`src/rtl/wrc_pkg.sv`:
```
/*
 Warm reset control package: timing counts, status bit positions,
 carrier struct and sequencer states.
 Assumes a 100 MHz system clock.
*/
package wrc_pkg;
    // System clock period
    localparam int CLK_PERIOD_NS = 10;
    // Glitch filter window on the warm reset pin
    localparam int FILT_MIN_NS = 475;
    localparam int FILT_MAX_NS = 2000;
    // Least time rounds up to whole cycles
    localparam int FILT_CYC = (FILT_MIN_NS + CLK_PERIOD_NS - 1) / CLK_PERIOD_NS;
    // Stretch after power-on release, in oscillator cycles
    localparam int POR_OSC_CYC = 2256;
    // Stretch for every other source, in peripheral clock cycles
    localparam int SRC_PERIPHERAL_CLOCK_CYC = 32;
    // Width of the stretch counter
    localparam int CNT_W = 12;
    // Default clock dividers for the slower rates
    localparam int OSC_DIV_DEF = 5;
    localparam int PERIPHERAL_CLOCK_DIV_DEF = 2;
    // Exception status bit positions
    localparam int ESR_POR_BIT = 15;
    localparam int ESR_WDOG_BIT = 13;
    localparam int ESR_STC_BIT = 5;
    localparam int ESR_SW_BIT = 4;
    localparam int ESR_EXT_BIT = 3;
    // Global status bit positions
    localparam int GSR_OSC_BIT = 0;
    localparam int GSR_SLIP_LO_BIT = 8;
    localparam int GSR_SLIP_HI_BIT = 9;
    // Status reset values
    localparam logic [15:0] ESR_RST = 16'h0000;
    localparam logic [15:0] GSR_RST = 16'h0000;

    // Internal reset sources, all active high levels
    typedef struct packed {
        logic osc_fail;
        logic pll_slip;
        logic watchdog;
        logic debug_reset;
        logic stc_cpu_reset;
        logic sw_reset;
    } wrc_src_t;

    // Sequencer states, one-hot
    typedef enum logic [2:0] {
        WRC_POR = 3'b001,
        WRC_HOLD = 3'b010,
        WRC_RUN = 3'b100
    } wrc_state_t;
endpackage : wrc_pkg

```
`src/rtl/wrc_top.sv`:
```
/*
 Warm reset control: drives the open-drain warm reset pin, filters
 external requests on it and keeps the reset cause flags.
 Assumes the pin is pulled up on the board, the power-on reset pin
 and warm reset pin are asynchronous, and the sources are on clk_in.
*/
`timescale 1ns/1ps

module wrc_top
    import wrc_pkg::*;
#(
    parameter int OSC_DIV = OSC_DIV_DEF,
    parameter int PERIPHERAL_CLOCK_DIV = PERIPHERAL_CLOCK_DIV_DEF,
    parameter int FILT_CYCLES = FILT_CYC,
    parameter int POR_CYCLES = POR_OSC_CYC,
    parameter int SRC_CYCLES = SRC_PERIPHERAL_CLOCK_CYC
)
(
    // Clock and reset
    input wire logic clk_in,
    input wire logic arst_n_in,
    // Power-on reset pin, active low
    input wire logic power_on_reset_n_in,
    // Warm reset open-drain pin
    input wire logic warm_reset_n_in,
    output logic warm_reset_n_out,
    output logic warm_reset_oe_out,
    // Internal reset sources
    input wire wrc_src_t src_in,
    // Status clear strobes, one bit per flag
    input wire logic [15:0] esr_clear_in,
    input wire logic [15:0] gsr_clear_in,
    // Status and internal reset
    output logic [15:0] esr_out,
    output logic [15:0] gsr_out,
    output logic sys_reset_n_out
);

    ////////////////////////////////////////////////////////////////////
    // Declarations

    // Synchronisers for the two asynchronous pins
    logic por_s1_r;
    logic por_s2_r;
    logic pin_s1_r;
    logic pin_s2_r;
    // Slow rate dividers and their tick pulses
    logic [7:0] osc_div_r;
    logic [7:0] peripheral_clock_div_r;
    logic osc_tick_r;
    logic peripheral_clock_tick_r;
    // Glitch filter counter and qualified request pulse
    logic [7:0] filt_cnt_r;
    logic ext_req_r;
    // Sequencer
    wrc_state_t state_r;
    wrc_state_t state_nxt;
    logic [CNT_W-1:0] cnt_r;
    logic drive_r;
    // Status
    logic [15:0] esr_r;
    logic [15:0] gsr_r;
    logic [15:0] esr_set;
    logic [15:0] gsr_set;
    logic src_any;

    // Pin is open drain: the level driven is always low
    assign warm_reset_n_out = 1'b0;
    assign warm_reset_oe_out = drive_r;
    assign esr_out = esr_r;
    assign gsr_out = gsr_r;

    ////////////////////////////////////////////////////////////////////
    // Input synchronisers

    // Two flops per pin; only the second stage is read
    always_ff @(posedge clk_in or negedge arst_n_in)
    begin
        if (!arst_n_in)
        begin
            por_s1_r <= 1'b0;
            por_s2_r <= 1'b0;
            pin_s1_r <= 1'b1;
            pin_s2_r <= 1'b1;
        end
        else
        begin
            por_s1_r <= power_on_reset_n_in;
            por_s2_r <= por_s1_r;
            pin_s1_r <= warm_reset_n_in;
            pin_s2_r <= pin_s1_r;
        end
    end

    ////////////////////////////////////////////////////////////////////
    // Oscillator and peripheral clock enables

    // Oscillator rate tick
    always_ff @(posedge clk_in or negedge arst_n_in)
    begin
        if (!arst_n_in)
        begin
            osc_div_r <= 8'h00;
            osc_tick_r <= 1'b0;
        end
        else if (osc_div_r == 8'(OSC_DIV - 1))
        begin
            osc_div_r <= 8'h00;
            osc_tick_r <= 1'b1;
        end
        else
        begin
            osc_div_r <= osc_div_r + 8'h01;
            osc_tick_r <= 1'b0;
        end
    end

    // Peripheral clock rate tick
    always_ff @(posedge clk_in or negedge arst_n_in)
    begin
        if (!arst_n_in)
        begin
            peripheral_clock_div_r <= 8'h00;
            peripheral_clock_tick_r <= 1'b0;
        end
        else if (peripheral_clock_div_r == 8'(PERIPHERAL_CLOCK_DIV - 1))
        begin
            peripheral_clock_div_r <= 8'h00;
            peripheral_clock_tick_r <= 1'b1;
        end
        else
        begin
            peripheral_clock_div_r <= peripheral_clock_div_r + 8'h01;
            peripheral_clock_tick_r <= 1'b0;
        end
    end

    ////////////////////////////////////////////////////////////////////
    // Glitch filter on the warm reset pin

    // Counts consecutive low samples; any high restarts the count.
    // Held in reset while we drive, since our own pull-down would
    // otherwise read back as an external request.
    always_ff @(posedge clk_in or negedge arst_n_in)
    begin
        if (!arst_n_in)
        begin
            filt_cnt_r <= 8'h00;
            ext_req_r <= 1'b0;
        end
        else if (drive_r || pin_s2_r)
        begin
            filt_cnt_r <= 8'h00;
            ext_req_r <= 1'b0;
        end
        else if (filt_cnt_r == 8'(FILT_CYCLES - 1))
        begin
            // Qualified: pulses every other cycle while the count holds, until our own drive resets the filter
            filt_cnt_r <= filt_cnt_r;
            ext_req_r <= ~ext_req_r & (filt_cnt_r != 8'hFF);
        end
        else
        begin
            filt_cnt_r <= filt_cnt_r + 8'h01;
            ext_req_r <= 1'b0;
        end
    end

    ////////////////////////////////////////////////////////////////////
    // Reset sequencer

    // Any internal source or a qualified external request
    assign src_any = (|src_in) | ext_req_r;

    // Next state
    always_comb
    begin
        state_nxt = state_r;
        case (state_r)
            WRC_POR:
            begin
                // Leave only once the oscillator stretch ran out
                if (por_s2_r && cnt_r == '0 && osc_tick_r)
                    state_nxt = WRC_HOLD;
            end
            WRC_HOLD:
            begin
                if (!por_s2_r)
                    state_nxt = WRC_POR;
                else if (!src_any && cnt_r == '0)
                    state_nxt = WRC_RUN;
            end
            WRC_RUN:
            begin
                if (!por_s2_r)
                    state_nxt = WRC_POR;
                else if (src_any)
                    state_nxt = WRC_HOLD;
            end
            default:
                state_nxt = WRC_POR;
        endcase
    end

    // State register
    always_ff @(posedge clk_in or negedge arst_n_in)
    begin
        if (!arst_n_in)
            state_r <= WRC_POR;
        else
            state_r <= state_nxt;
    end

    // Stretch counter: reloads while a cause stands, counts down on
    // the tick of the rate that applies to the current phase.
    // Entering hold from power-on also loads the short stretch.
    always_ff @(posedge clk_in or negedge arst_n_in)
    begin
        if (!arst_n_in)
            cnt_r <= CNT_W'(POR_CYCLES);
        else if (!por_s2_r)
            cnt_r <= CNT_W'(POR_CYCLES);
        else if (state_r == WRC_POR)
        begin
            if (state_nxt == WRC_HOLD)
                cnt_r <= CNT_W'(SRC_CYCLES);
            else if (osc_tick_r && cnt_r != '0)
                cnt_r <= cnt_r - 1'b1;
        end
        else if (src_any)
            cnt_r <= CNT_W'(SRC_CYCLES);
        else if (peripheral_clock_tick_r && cnt_r != '0)
            cnt_r <= cnt_r - 1'b1;
    end

    // Pin drive and internal reset follow the sequencer
    always_ff @(posedge clk_in or negedge arst_n_in)
    begin
        if (!arst_n_in)
        begin
            drive_r <= 1'b1;
            sys_reset_n_out <= 1'b0;
        end
        else
        begin
            drive_r <= (state_nxt != WRC_RUN);
            sys_reset_n_out <= (state_nxt == WRC_RUN);
        end
    end

    ////////////////////////////////////////////////////////////////////
    // Reset cause flags

    // Set terms per cause
    always_comb
    begin
        esr_set = 16'h0000;
        gsr_set = 16'h0000;
        esr_set[ESR_POR_BIT] = ~por_s2_r;
        esr_set[ESR_WDOG_BIT] = src_in.watchdog | src_in.debug_reset;
        esr_set[ESR_STC_BIT] = src_in.stc_cpu_reset;
        esr_set[ESR_SW_BIT] = src_in.sw_reset;
        esr_set[ESR_EXT_BIT] = ext_req_r;
        gsr_set[GSR_OSC_BIT] = src_in.osc_fail;
        gsr_set[GSR_SLIP_LO_BIT] = src_in.pll_slip;
        gsr_set[GSR_SLIP_HI_BIT] = src_in.pll_slip;
    end

    // Flags are cleared only by software or the block reset, never by
    // the warm reset they record; a set in the clear cycle wins.
    always_ff @(posedge clk_in or negedge arst_n_in)
    begin
        if (!arst_n_in)
        begin
            esr_r <= ESR_RST;
            gsr_r <= GSR_RST;
        end
        else
        begin
            esr_r <= (esr_r & ~esr_clear_in) | esr_set;
            gsr_r <= (gsr_r & ~gsr_clear_in) | gsr_set;
        end
    end

endmodule : wrc_top

```
`config.mk`:
```
export PLATFORM = sky130hd
export DESIGN_NAME = wrc_top
export DESIGN_NICKNAME = d
export VERILOG_FILES = /design/src/rtl/wrc_pkg.sv /design/src/rtl/wrc_top.sv
export SDC_FILE = /design/constraint.sdc
export NUM_CORES = 1
export LEC_CHECK = 0
export ABC_CLOCK_PERIOD_IN_PS = 2180
export BUFFER_PORTS_ARGS = -buffer_cell sky130_fd_sc_hd__buf_2
export CORE_ASPECT_RATIO = 0.5
export CORE_MARGIN = 1
export CORE_UTILIZATION = 53
export DETAILED_ROUTE_END_ITERATION = 6
export GPL_TIMING_DRIVEN = 1
export PLACE_DENSITY = 0.79
export REMOVE_ABC_BUFFERS = 1
export SYNTH_ARGS = -nofsm -noshare
export SYNTH_HDL_FRONTEND = slang
export SYNTH_SLANG_ARGS = --single-unit
```
`constraint.sdc`:
```
create_clock -name clk_in -period 2.18 [get_ports clk_in]
set_input_delay 0.436 -clock clk_in [delete_from_list [all_inputs] [get_ports clk_in]]
set_output_delay 0.436 -clock clk_in [all_outputs]
set_load 0.1 [all_outputs]
```
== After elaboration in Yosys (flattened, before gate mapping) ==
Index checks and enable logic that the tools add are counted.

* Add/subtract/negate cells: 4
* Equal/unequal tests: 13
* Mux-type cells: 20
* Bitwise logic cells: 11
* Reductions and logical operators: 11

{| class="wikitable"
|+ Operators with widths
! kind !! number
|-
| 2-to-1 mux 12 bit || 6
|-
| AND 16 bit || 2
|-
| 2-to-1 mux 8 bit || 4
|-
| NOT 16 bit || 2
|-
| adder 8 x 1 -> 8 bit (second input constant) || 3
|-
| OR 16 x 10 -> 16 bit || 1
|-
| OR 16 bit || 1
|-
| 2-to-1 mux 3 bit || 5
|-
| zero test 12 bit || 1
|-
| nonzero test 12 bit || 1
|-
| subtractor 12 x 1 -> 12 bit (second input constant) || 1
|-
| one-hot mux 3 bit (3 select lines) || 1
|-
| == test 8 x 1 -> 1 bit (second input constant) || 1
|-
| == test 8 x 3 -> 1 bit (second input constant) || 1
|-
| == test 8 x 6 -> 1 bit (second input constant) || 1
|-
| inequality test 8 bit (second input constant) || 1
|-
| == test 3 x 2 -> 1 bit (second input constant) || 2
|-
| == test 3 bit (second input constant) || 2
|-
| OR reduction 6 bit || 1
|-
| logical AND 1 bit || 5
|-
| 2-to-1 mux 1 bit || 4
|-
| inequality test 4 x 1 -> 1 bit (second input constant) || 1
|-
| inequality test 4 x 2 -> 1 bit (second input constant) || 1
|-
| == test 3 x 1 -> 1 bit (second input constant) || 1
|-
| 8 further kinds || 10
|}

* Register bits: 80
* Output and inout bits: 35
* Logic and storage cells: 75

== Logic depth before layout (Yosys ltp) ==
Gate-level depths: netlist of the first run.

* Depth in word-level cells: 11
* Gate-level depth with buffers: 9
* Gate-level depth less buffers: 7

== Worst setup path after synthesis of the first run ==
OpenSTA, ideal clock, no wires.

* Kind: flip-flop to flip-flop
* Start point: register cnt_r[0]
* End point: register drive_r, in the netlist warm_reset_oe_out
* Data arrival time: 1.856 ns
* Path slack: 0.231 ns
* Cell stages (with the launch flop): 9
* Period minus slack after synthesis: 1.949 ns
* Cell sequence: dfrtp_1 inv_1 ha_1 nor4b_1 and3_1 buf_4 nand2_1 mux2_2 or4_4

* Longest elaborated chain between the ends: 6
* Elaborated cells on any way between the ends: 9
* Those cells by class: eq/ne: 1; mux: 4; reduce/logical: 4

{| class="wikitable"
|+ RTL lines
! what !! line !! RTL
|-
| from (decl) || wrc_top.sv:58 || <nowiki>logic [CNT_W-1:0] cnt_r;</nowiki>
|-
| from (signal assigned) || wrc_top.sv:220 || <nowiki>cnt_r <= CNT_W'(POR_CYCLES);</nowiki>
|-
| from (signal assigned) || wrc_top.sv:222 || <nowiki>cnt_r <= CNT_W'(POR_CYCLES);</nowiki>
|-
| from (signal assigned) || wrc_top.sv:226 || <nowiki>cnt_r <= CNT_W'(SRC_CYCLES);</nowiki>
|-
| zero test 12 bit * || wrc_top.sv:183, wrc_top.sv:190 ||
|-
| logical AND 1 bit, on equally long branches || wrc_top.sv:190, wrc_top.sv:183 ||
|-
| 2-to-1 mux 3 bit or logical AND 1 bit (tied branches) || wrc_top.sv:190, wrc_top.sv:183 ||
|-
| 2-to-1 mux 3 bit, on equally long branches || wrc_top.sv:188, wrc_top.sv:183 ||
|-
| one-hot mux 3 bit (3 select lines) * || wrc_top.sv:179 || <nowiki>case (state_r)</nowiki>
|-
| inequality test 3 bit * || wrc_top.sv:246 || <nowiki>drive_r <= (state_nxt != WRC_RUN);</nowiki>
|-
| to (signal assigned) || wrc_top.sv:246 ||
|-
| to (decl) || wrc_top.sv:59 || <nowiki>logic drive_r;</nowiki>
|}

Mark *: on every way between the ends. The rest lies on a longest branch, timed or not.
A chain may end at the register's enable or synchronous reset.

== Final worst setup path of the first run ==
* Start point: register cnt_r[1]
* End point: register drive_r, in the netlist warm_reset_oe_out

Same word-level chain as after synthesis.

==> results of run 1 <==
## cells in the mapped netlist, types with 5 or more instances
master,n,area [µm²]
a21boi_0,5,37.5
a21o_1,6,45.0
and3_1,7,43.8
clkbuf_1,5,18.8
dfrtp_1,72,1800
dfstp_2,8,210
ha_1,7,87.6
inv_1,22,82.6
nand2_1,10,37.5
nand3_1,12,60.1
nor2_1,20,75.1
nor2b_1,25,156
nor3_1,5,25.0
nor4_1,8,50.1
o21ai_0,13,65.1
or4_1,5,37.5
xnor2_1,13,114
xor2_1,5,43.8
## path summary, 6_finish.rpt
| path | end | startpoint | slack, ps | cells after the start |
|---|---|---|---|---|
| setup reg to reg | warm_reset_oe_out$_DFF_PN1_ | cnt_r[1]$_DFFE_PN0P_ | 110 | 7 |
| hold reg to reg | pin_s2_r$_DFF_PN1_ | pin_s1_r$_DFF_PN1_ | 360 | 0 |
| min in group clk_in | pin_s1_r$_DFF_PN1_ | warm_reset_n_in | 200 | 1 |
| max in group asynchronous | filt_cnt_r[0]$_DFFE_PN0P_ | arst_n_in | 1500 | 2 |
| setup / recovery | warm_reset_oe_out$_DFF_PN1_ | cnt_r[1]$_DFFE_PN0P_ | 110 | 7 |
| hold / removal | state_r[2]$_DFF_PN0_ | arst_n_in | 90 | 1 |
## per-stage QoR
stage                     utilization, %  setup WS (ps)
after global placement              64.2            115
after floorplan                        -           -404
after global routing                68.5          -16.9
after detailed placement            64.2           73.6
after CTS                           68.5            116
final                               68.5            107
## per-layer routing
layer | part of all wire [%] | routed length, µm
met1 | 42 | 2870
met3 | 5.4 | 371
met4 | 1.7 | 119
met5 | 0 | 0
met2 | 51 | 3460
## sequential cells by signal (all words and copies together), names as in the netlist
register and flops:
warm_reset_oe_out 1, pin_s1_r 1, state_r 3, esr_out 16, gsr_out 16, por_s2_r 1, cnt_r 12, peripheral_clock_tick_r 1
ext_req_r 1, osc_div_r 8, peripheral_clock_div_r 8, sys_reset_n_out 1, pin_s2_r 1, osc_tick_r 1, filt_cnt_r 8, por_s1_r 1
## report_power, final
group	switching [mW]	internal [mW]
Clock	0.572	0.768
Sequential	0.0487	1.53
Combinational	0.201	0.0939
## layout by cell type (no fill, tap or decap), types with 3 or more instances in the layout
cell type and instances:
a21boi_0 5, a21o_1 6, a22o_1 4, and3_1 6, buf_2 74, buf_4 10
clkbuf_16 9, dfrtp_1 72, dfstp_2 8, ha_1 7, inv_1 22, nand2_1 10
nand2b_1 3, nand3_1 12, nand4_1 3, nor2_1 20, nor2b_1 25, nor3_1 5
nor4_1 8, o21ai_0 13, o22ai_1 4, or2_2 3, or4_1 5, xnor2_1 13
xor2_1 5
## cell families (layout without fill, tap and decap cells)
family	count (synthesis)	in the layout
buffers and inverters	30	123
flip-flops	80	80
AND/OR/NAND/NOR	112	112
other	1	1
XOR/XNOR	18	18
AO/OA/AOI/OAI	45	45
adder cells (fa/ha/maj)	7	7
multiplexers	3	3
## final cells by class
cell class | instances | area, µm²
Inverter | 22 | 82.6
Multi-Input combinational cell | 186 | 1250
Clock inverter | 5 | 33.8
Timing Repair Buffer | 85 | 465
Tap cell | 88 | 110
Sequential cell | 80 | 2010
Fill cell | 474 | 1920
Clock buffer | 11 | 233
## critical path: stages (launching register included)
cell     delay [ps]
dfrtp_1         370
inv_1           120
ha_1            160
nor4b_1         220
and3_2          300
nand2_1          60
mux2_2          280
or4_4           470
==> results.json, run 1 <==
{
  "fp.dieH_um": 58.5,
  "finalNetCount": 433,
  "cts-buffers-inserted": 9,
  "drv_cap": 0,
  "synth_top_family_by_area": "simple AND/OR/NAND/NOR gates",
  "synth-main-ff-cell": "dfrtp_1",
  "synth_fa_ha_area_share_pct": 2.59,
  "syn_avg_cell_area_um2": 11.4,
  "synth_edf_count": 0,
  "clockRootBuffer": "clkbuf_16",
  "grt_max_degree": 45,
  "top_usage_layer": "met2",
  "status": "finished, final reports clean",
  "start_util_pct": 55.4,
  "ir_drop_mv": 0.571,
  "synthXorXnorAreaFrac_pct": 4.66,
  "tightestPinTransition_ps": 882,
  "crit_fanout": 6,
  "design_area_mm2": 0.00419,
  "syn_inst": 296,
  "drive_above_1_share_pct": 30.6,
  "synth_mux_area_share_pct": 0.925,
  "cts_resized": 0,
  "num_rows": 20,
  "netlist_area_mm2": 0.00338,
  "end_kind": "register",
  "ys_ff_latch": 80,
  "design.core.area_mm2": 0.00611,
  "dp_hpwl_um": 4700,
  "finalSetupViolCount": 0,
  "synth_warnings": 0,
  "hold_ws_ps": 93.1,
  "avgViaCountPerCell": 5.34,
  "drtIter0Drc": 147,
  "ys_seq_area_share_pct": 59.5,
  "p_leak_nw": 2.08,
  "total_power_mw": 3.22,
  "wl_per_cell_um": 14.3,
  "die_w_um": 115,
  "clk_latency_ps": 340,
  "dp_cells": 461,
  "cts_max_level": 3,
  "synth_cell_types": 48,
  "met1_usage_pct": 26.9,
  "drc": 0,
  "grt_util_met2_pct": 39.3,
  "tritoncts": "done",
  "ios": 77,
  "startpoint_type": "register",
  "drtAntennaViolNets": 0,
  "syn_to_final_growth_pct": 23.8,
  "io_buffers": 75,
  "dieArea_mm2": 0.00672,
  "placed_cell_area_mm2": 0.00392,
  "postSynth.asyncResetShare_pct": 100,
  "grt_pass1_wl_um": 11500,
  "grt-ovfl-total": 0,
  "holdBufCountCts": 0,
  "gr-usage-all-layers_pct": 22.9,
  "setup_tns_ps": 0,
  "grt_pass1_vias": 2564,
  "fmax_ghz": 0.482,
  "final_cells": 477,
  "cts.sinks": 80,
  "synth-compound-area-share_pct": 9.29,
  "drtPass1Iterations": 4,
  "antenna_found_initial": 0,
  "hp-class": "in2async",
  "cts.path.max_buffers": 2,
  "slew_headroom_pct": 40.7,
  "drv_slew": 0,
  "clock_skew_ps": 4.78,
  "clk_pin_slew_ps": 60,
  "hold_viol_final": 0,
  "period_needed_ps": 2070,
  "num_antenna_cells": 0,
  "cts_setup_buffers": 0,
  "yosys.area_share.simple_pct": 19.3,
  "totalWireLength_um": 6820,
  "met3_usage_pct": 7.62,
  "vias": 2548,
  "cp.required_ps": 2430,
  "worstSetupPathType": "reg2reg",
  "worst-endpoint-arrival_ps": 2330,
  "power_density_mw_per_mm2": 769,
  "gp_congestion": 0.848,
  "fin_crit_sh_pct": 95.1
}
(Power assumes the default switching activity.)
==> run 2, diff against run 1 <==
--- a/config.mk
+++ b/config.mk
@@ -5,13 +5,13 @@
 export SDC_FILE = /design/constraint.sdc
 export NUM_CORES = 1
 export LEC_CHECK = 0
+export ABC_AREA = 1
 export ABC_CLOCK_PERIOD_IN_PS = 2180
-export BUFFER_PORTS_ARGS = -buffer_cell sky130_fd_sc_hd__buf_2
+export BUFFER_PORTS_ARGS = -buffer_cell sky130_fd_sc_hd__buf_4
 export CORE_ASPECT_RATIO = 0.5
 export CORE_MARGIN = 1
-export CORE_UTILIZATION = 53
+export CORE_UTILIZATION = 54
 export DETAILED_ROUTE_END_ITERATION = 6
-export GPL_TIMING_DRIVEN = 1
 export PLACE_DENSITY = 0.79
 export REMOVE_ABC_BUFFERS = 1
 export SYNTH_ARGS = -nofsm -noshare
==> run 2 against run 1 <==
  * Total power increased by 27%
  * Sequential share of layout area decreased by 3.8 points
  * Cell area increased by 8.5%
  * Sequential power increased by 9%
  * Critical path type unchanged
  * Critical endpoint is now cnt_r[8]$_DFFE_PN0P_
==> results.json, run 2 <==
{
  "status": "finished, final reports clean",
  "ir_drop_mv": 0.391,
  "die_w_um": 117,
  "finalSetupViolCount": 0,
  "finalNetCount": 533,
  "drtPass1Iterations": 5,
  "setup_tns_ps": 0,
  "synth_common_cells": "inv_1, dfrtp_1, nor2_1, nand2_1, nand3_1",
  "r2r-start": "cnt_r[0]$_DFFE_PN0P_",
  "avgViaCountPerCell": 4.83,
  "synth_warnings": 0,
  "clk_latency_ps": 330,
  "crit_fanout": 12,
  "drc": 0,
  "clock_skew_ps": 5.05,
  "cp.required_ps": 2440,
  "cp_slowest_cell": "dfrtp_1",
  "cts_setup_buffers": 0,
  "yosys.area_share.simple_pct": 23.1,
  "reg2reg_to": "cnt_r[8]$_DFFE_PN0P_",
  "rsz0062_at_grt": "false",
  "final_util_pct": 72.9,
  "cts-buffers-inserted": 9,
  "cts.path.max_buffers": 2,
  "num_rows": 20,
  "vias": 2789,
  "hp-class": "in2async",
  "dp_hpwl_um": 4950,
  "drv_slew": 0,
  "hold_viol_final": 0,
  "grt_pass1_vias": 2762,
  "grt_max_degree": 47,
  "period_needed_ps": 1820,
  "slowest_delay_ps": 390,
  "synth-main-ff-cell": "dfrtp_1",
  "netlist_area_mm2": 0.00357,
  "drtIter0Drc": 156,
  "synth_top_area_cell": "dfrtp_1",
  "cts_max_level": 3,
  "ios": 77,
  "crit_family": "simple AND/OR/NAND/NOR gates",
  "dp_cells": 561,
  "dieArea_mm2": 0.00696,
  "holdBufCountCts": 0,
  "synth_top_family_by_area": "simple AND/OR/NAND/NOR gates",
  "cts_resized": 0,
  "synth_most_common_cell": "inv_1",
  "final_cells": 577,
  "p_leak_nw": 2.38,
  "design.core.area_mm2": 0.00623,
  "synthXorXnorAreaFrac_pct": 4.17,
  "start_util_pct": 57.3,
  "fmax_ghz": 0.548,
  "cp_cell_sequence": "inv_1, ha_1, inv_1, nor2_1, nand2_1, nor2_1, nand4_2, nand4_4, buf_4, nand4_1, nand2_1",
  "synth-compound-area-share_pct": 4.28,
  "postSynth.asyncResetShare_pct": 100,
  "syn_to_final_growth_pct": 27.2,
  "totalWireLength_um": 7040,
  "antenna_found_initial": 0,
  "fin_crit_sh_pct": 83.7,
  "drtAntennaViolNets": 0,
  "worstSetupPathType": "reg2reg",
  "worst-endpoint-arrival_ps": 2090,
  "io_buffers": 75,
  "ys_ff_latch": 80,
  "synth_mux_area_share_pct": 0,
  "total_power_mw": 4.08,
  "path_buf_inv": 3,
  "grt-ovfl-total": 0,
  "tritoncts": "done",
  "gr-usage-all-layers_pct": 22.6,
  "synth_cell_types": 35,
  "clockRootBuffer": "clkbuf_16",
  "syn_avg_cell_area_um2": 8.99,
  "layout_commonest_cell": "buf_4",
  "reg2reg_depth": 11,
  "clk_pin_slew_ps": 60,
  "drive_above_1_share_pct": 23.7,
  "drv_cap": 0,
  "end_kind": "register",
  "num_antenna_cells": 0,
  "synth.top_cell.area_share_pct": 50.5,
  "fp.dieH_um": 59.5,
  "grt_pass1_wl_um": 11800,
  "final_cell_mix": "buf_4, inv_1, dfrtp_1, nor2_1, nand2_1",
  "wl_per_cell_um": 12.2,
  "rrSetupSlack_ps": 360,
  "hold_ws_ps": 107,
  "slew_headroom_pct": 52.2,
  "syn_inst": 397,
  "ys_seq_area_share_pct": 56.4,
  "gp_congestion": 0.873,
  "power_density_mw_per_mm2": 899,
  "startpoint_type": "register",
  "synth_edf_count": 0,
  "cts.sinks": 80,
  "tightestPinTransition_ps": 710,
  "ys_top_cells_by_area": "dfrtp_1, inv_1, nor2_1, nand2_1, dfstp_2",
  "synth_fa_ha_area_share_pct": 2.45
}
[run 2: cell count changes in the layout (fill, tap and decap cells not counted), sizes merged, moves of 5 or more]
| cell | change |
|---|---|
| nand2 | +50 |
| nor2 | +42 |
| xnor2 | -10 |
| nor2b | -25 |
| nor4 | -5 |
| a21boi | -5 |
| inv | +61 |
| nand4 | +8 |
| nor3 | +7 |
| a21o | -6 |
| nand3 | +14 |
| xor2 | +9 |
| or4 | -6 |
[run 2: logic make-up (layout without fill, tap and decap cells)]
group,count (synthesis),count (layout)
simple gates,181,181
xor+xnor,17,17
flops,80,80
other cells,1,1
compound gates,25,25
fa+ha+maj,7,7
buf+inv,86,178
[run 2: worst reg2reg max path, cell delays in order, from the launching register on]
cell and delay [ps]:
dfrtp_1 390, inv_1 120, ha_1 190, inv_1 40, nor2_1 70, nand2_1 50
nor2_1 140, nand4_2 190, nand4_4 160, buf_4 210, nand4_1 110, nand2_1 80
[run 2: worst max path at each step]
| stage | startpoint | endpoint | slack [ps] | depth (start not counted) |
|---|---|---|---|---|
| floorplan | cnt_r[0]$_DFFE_PN0P_ | cnt_r[10]$_DFFE_PN0P_ | 470 | 10 |
| global placement | src_in[3] | cnt_r[3]$_DFFE_PN0P_ | 390 | 12 |
| detailed placement | src_in[3] | cnt_r[8]$_DFFE_PN0P_ | 300 | 10 |
| CTS | cnt_r[0]$_DFFE_PN0P_ | cnt_r[8]$_DFFE_PN0P_ | 360 | 11 |
| global route | cnt_r[0]$_DFFE_PN0P_ | cnt_r[8]$_DFFE_PN0P_ | 170 | 11 |
| finish | cnt_r[0]$_DFFE_PN0P_ | cnt_r[8]$_DFFE_PN0P_ | 360 | 11 |
[run 2: area by class of cell]
type                            instances  area (µm²)
Sequential cell                        80        2010
Fill cell                             468        1690
Multi-Input combinational cell        231        1220
Timing Repair Buffer                   81         608
Inverter                               81         304
Clock buffer                           10         239
Tap cell                               88         110
Clock inverter                          6        50.0
[run 2: power breakdown]
part	switching [mW]	total, mW	internal [mW]	leakage [nW]
combinational	0.601	0.939	0.339	1.20
clock	0.597	1.41	0.813	0.136
sequential	0.105	1.73	1.63	1.05
[run 2: metal layers]
layer	track usage [%]	routed length, µm	up-vias
met1	26.6	3130	1291
met5	0	0	-
met2	40.5	3390	89
met4	8.32	48	0
li1	-	-	1404
met3	6.03	482	5
[run 2: through the flow]
step                cell area (µm²)  worst slack [ps]
floorplan                      3530               474
global placement               4250               386
detailed placement             4250               297
CTS                            4540               355
global route                   4540               173
finish                         4540               355
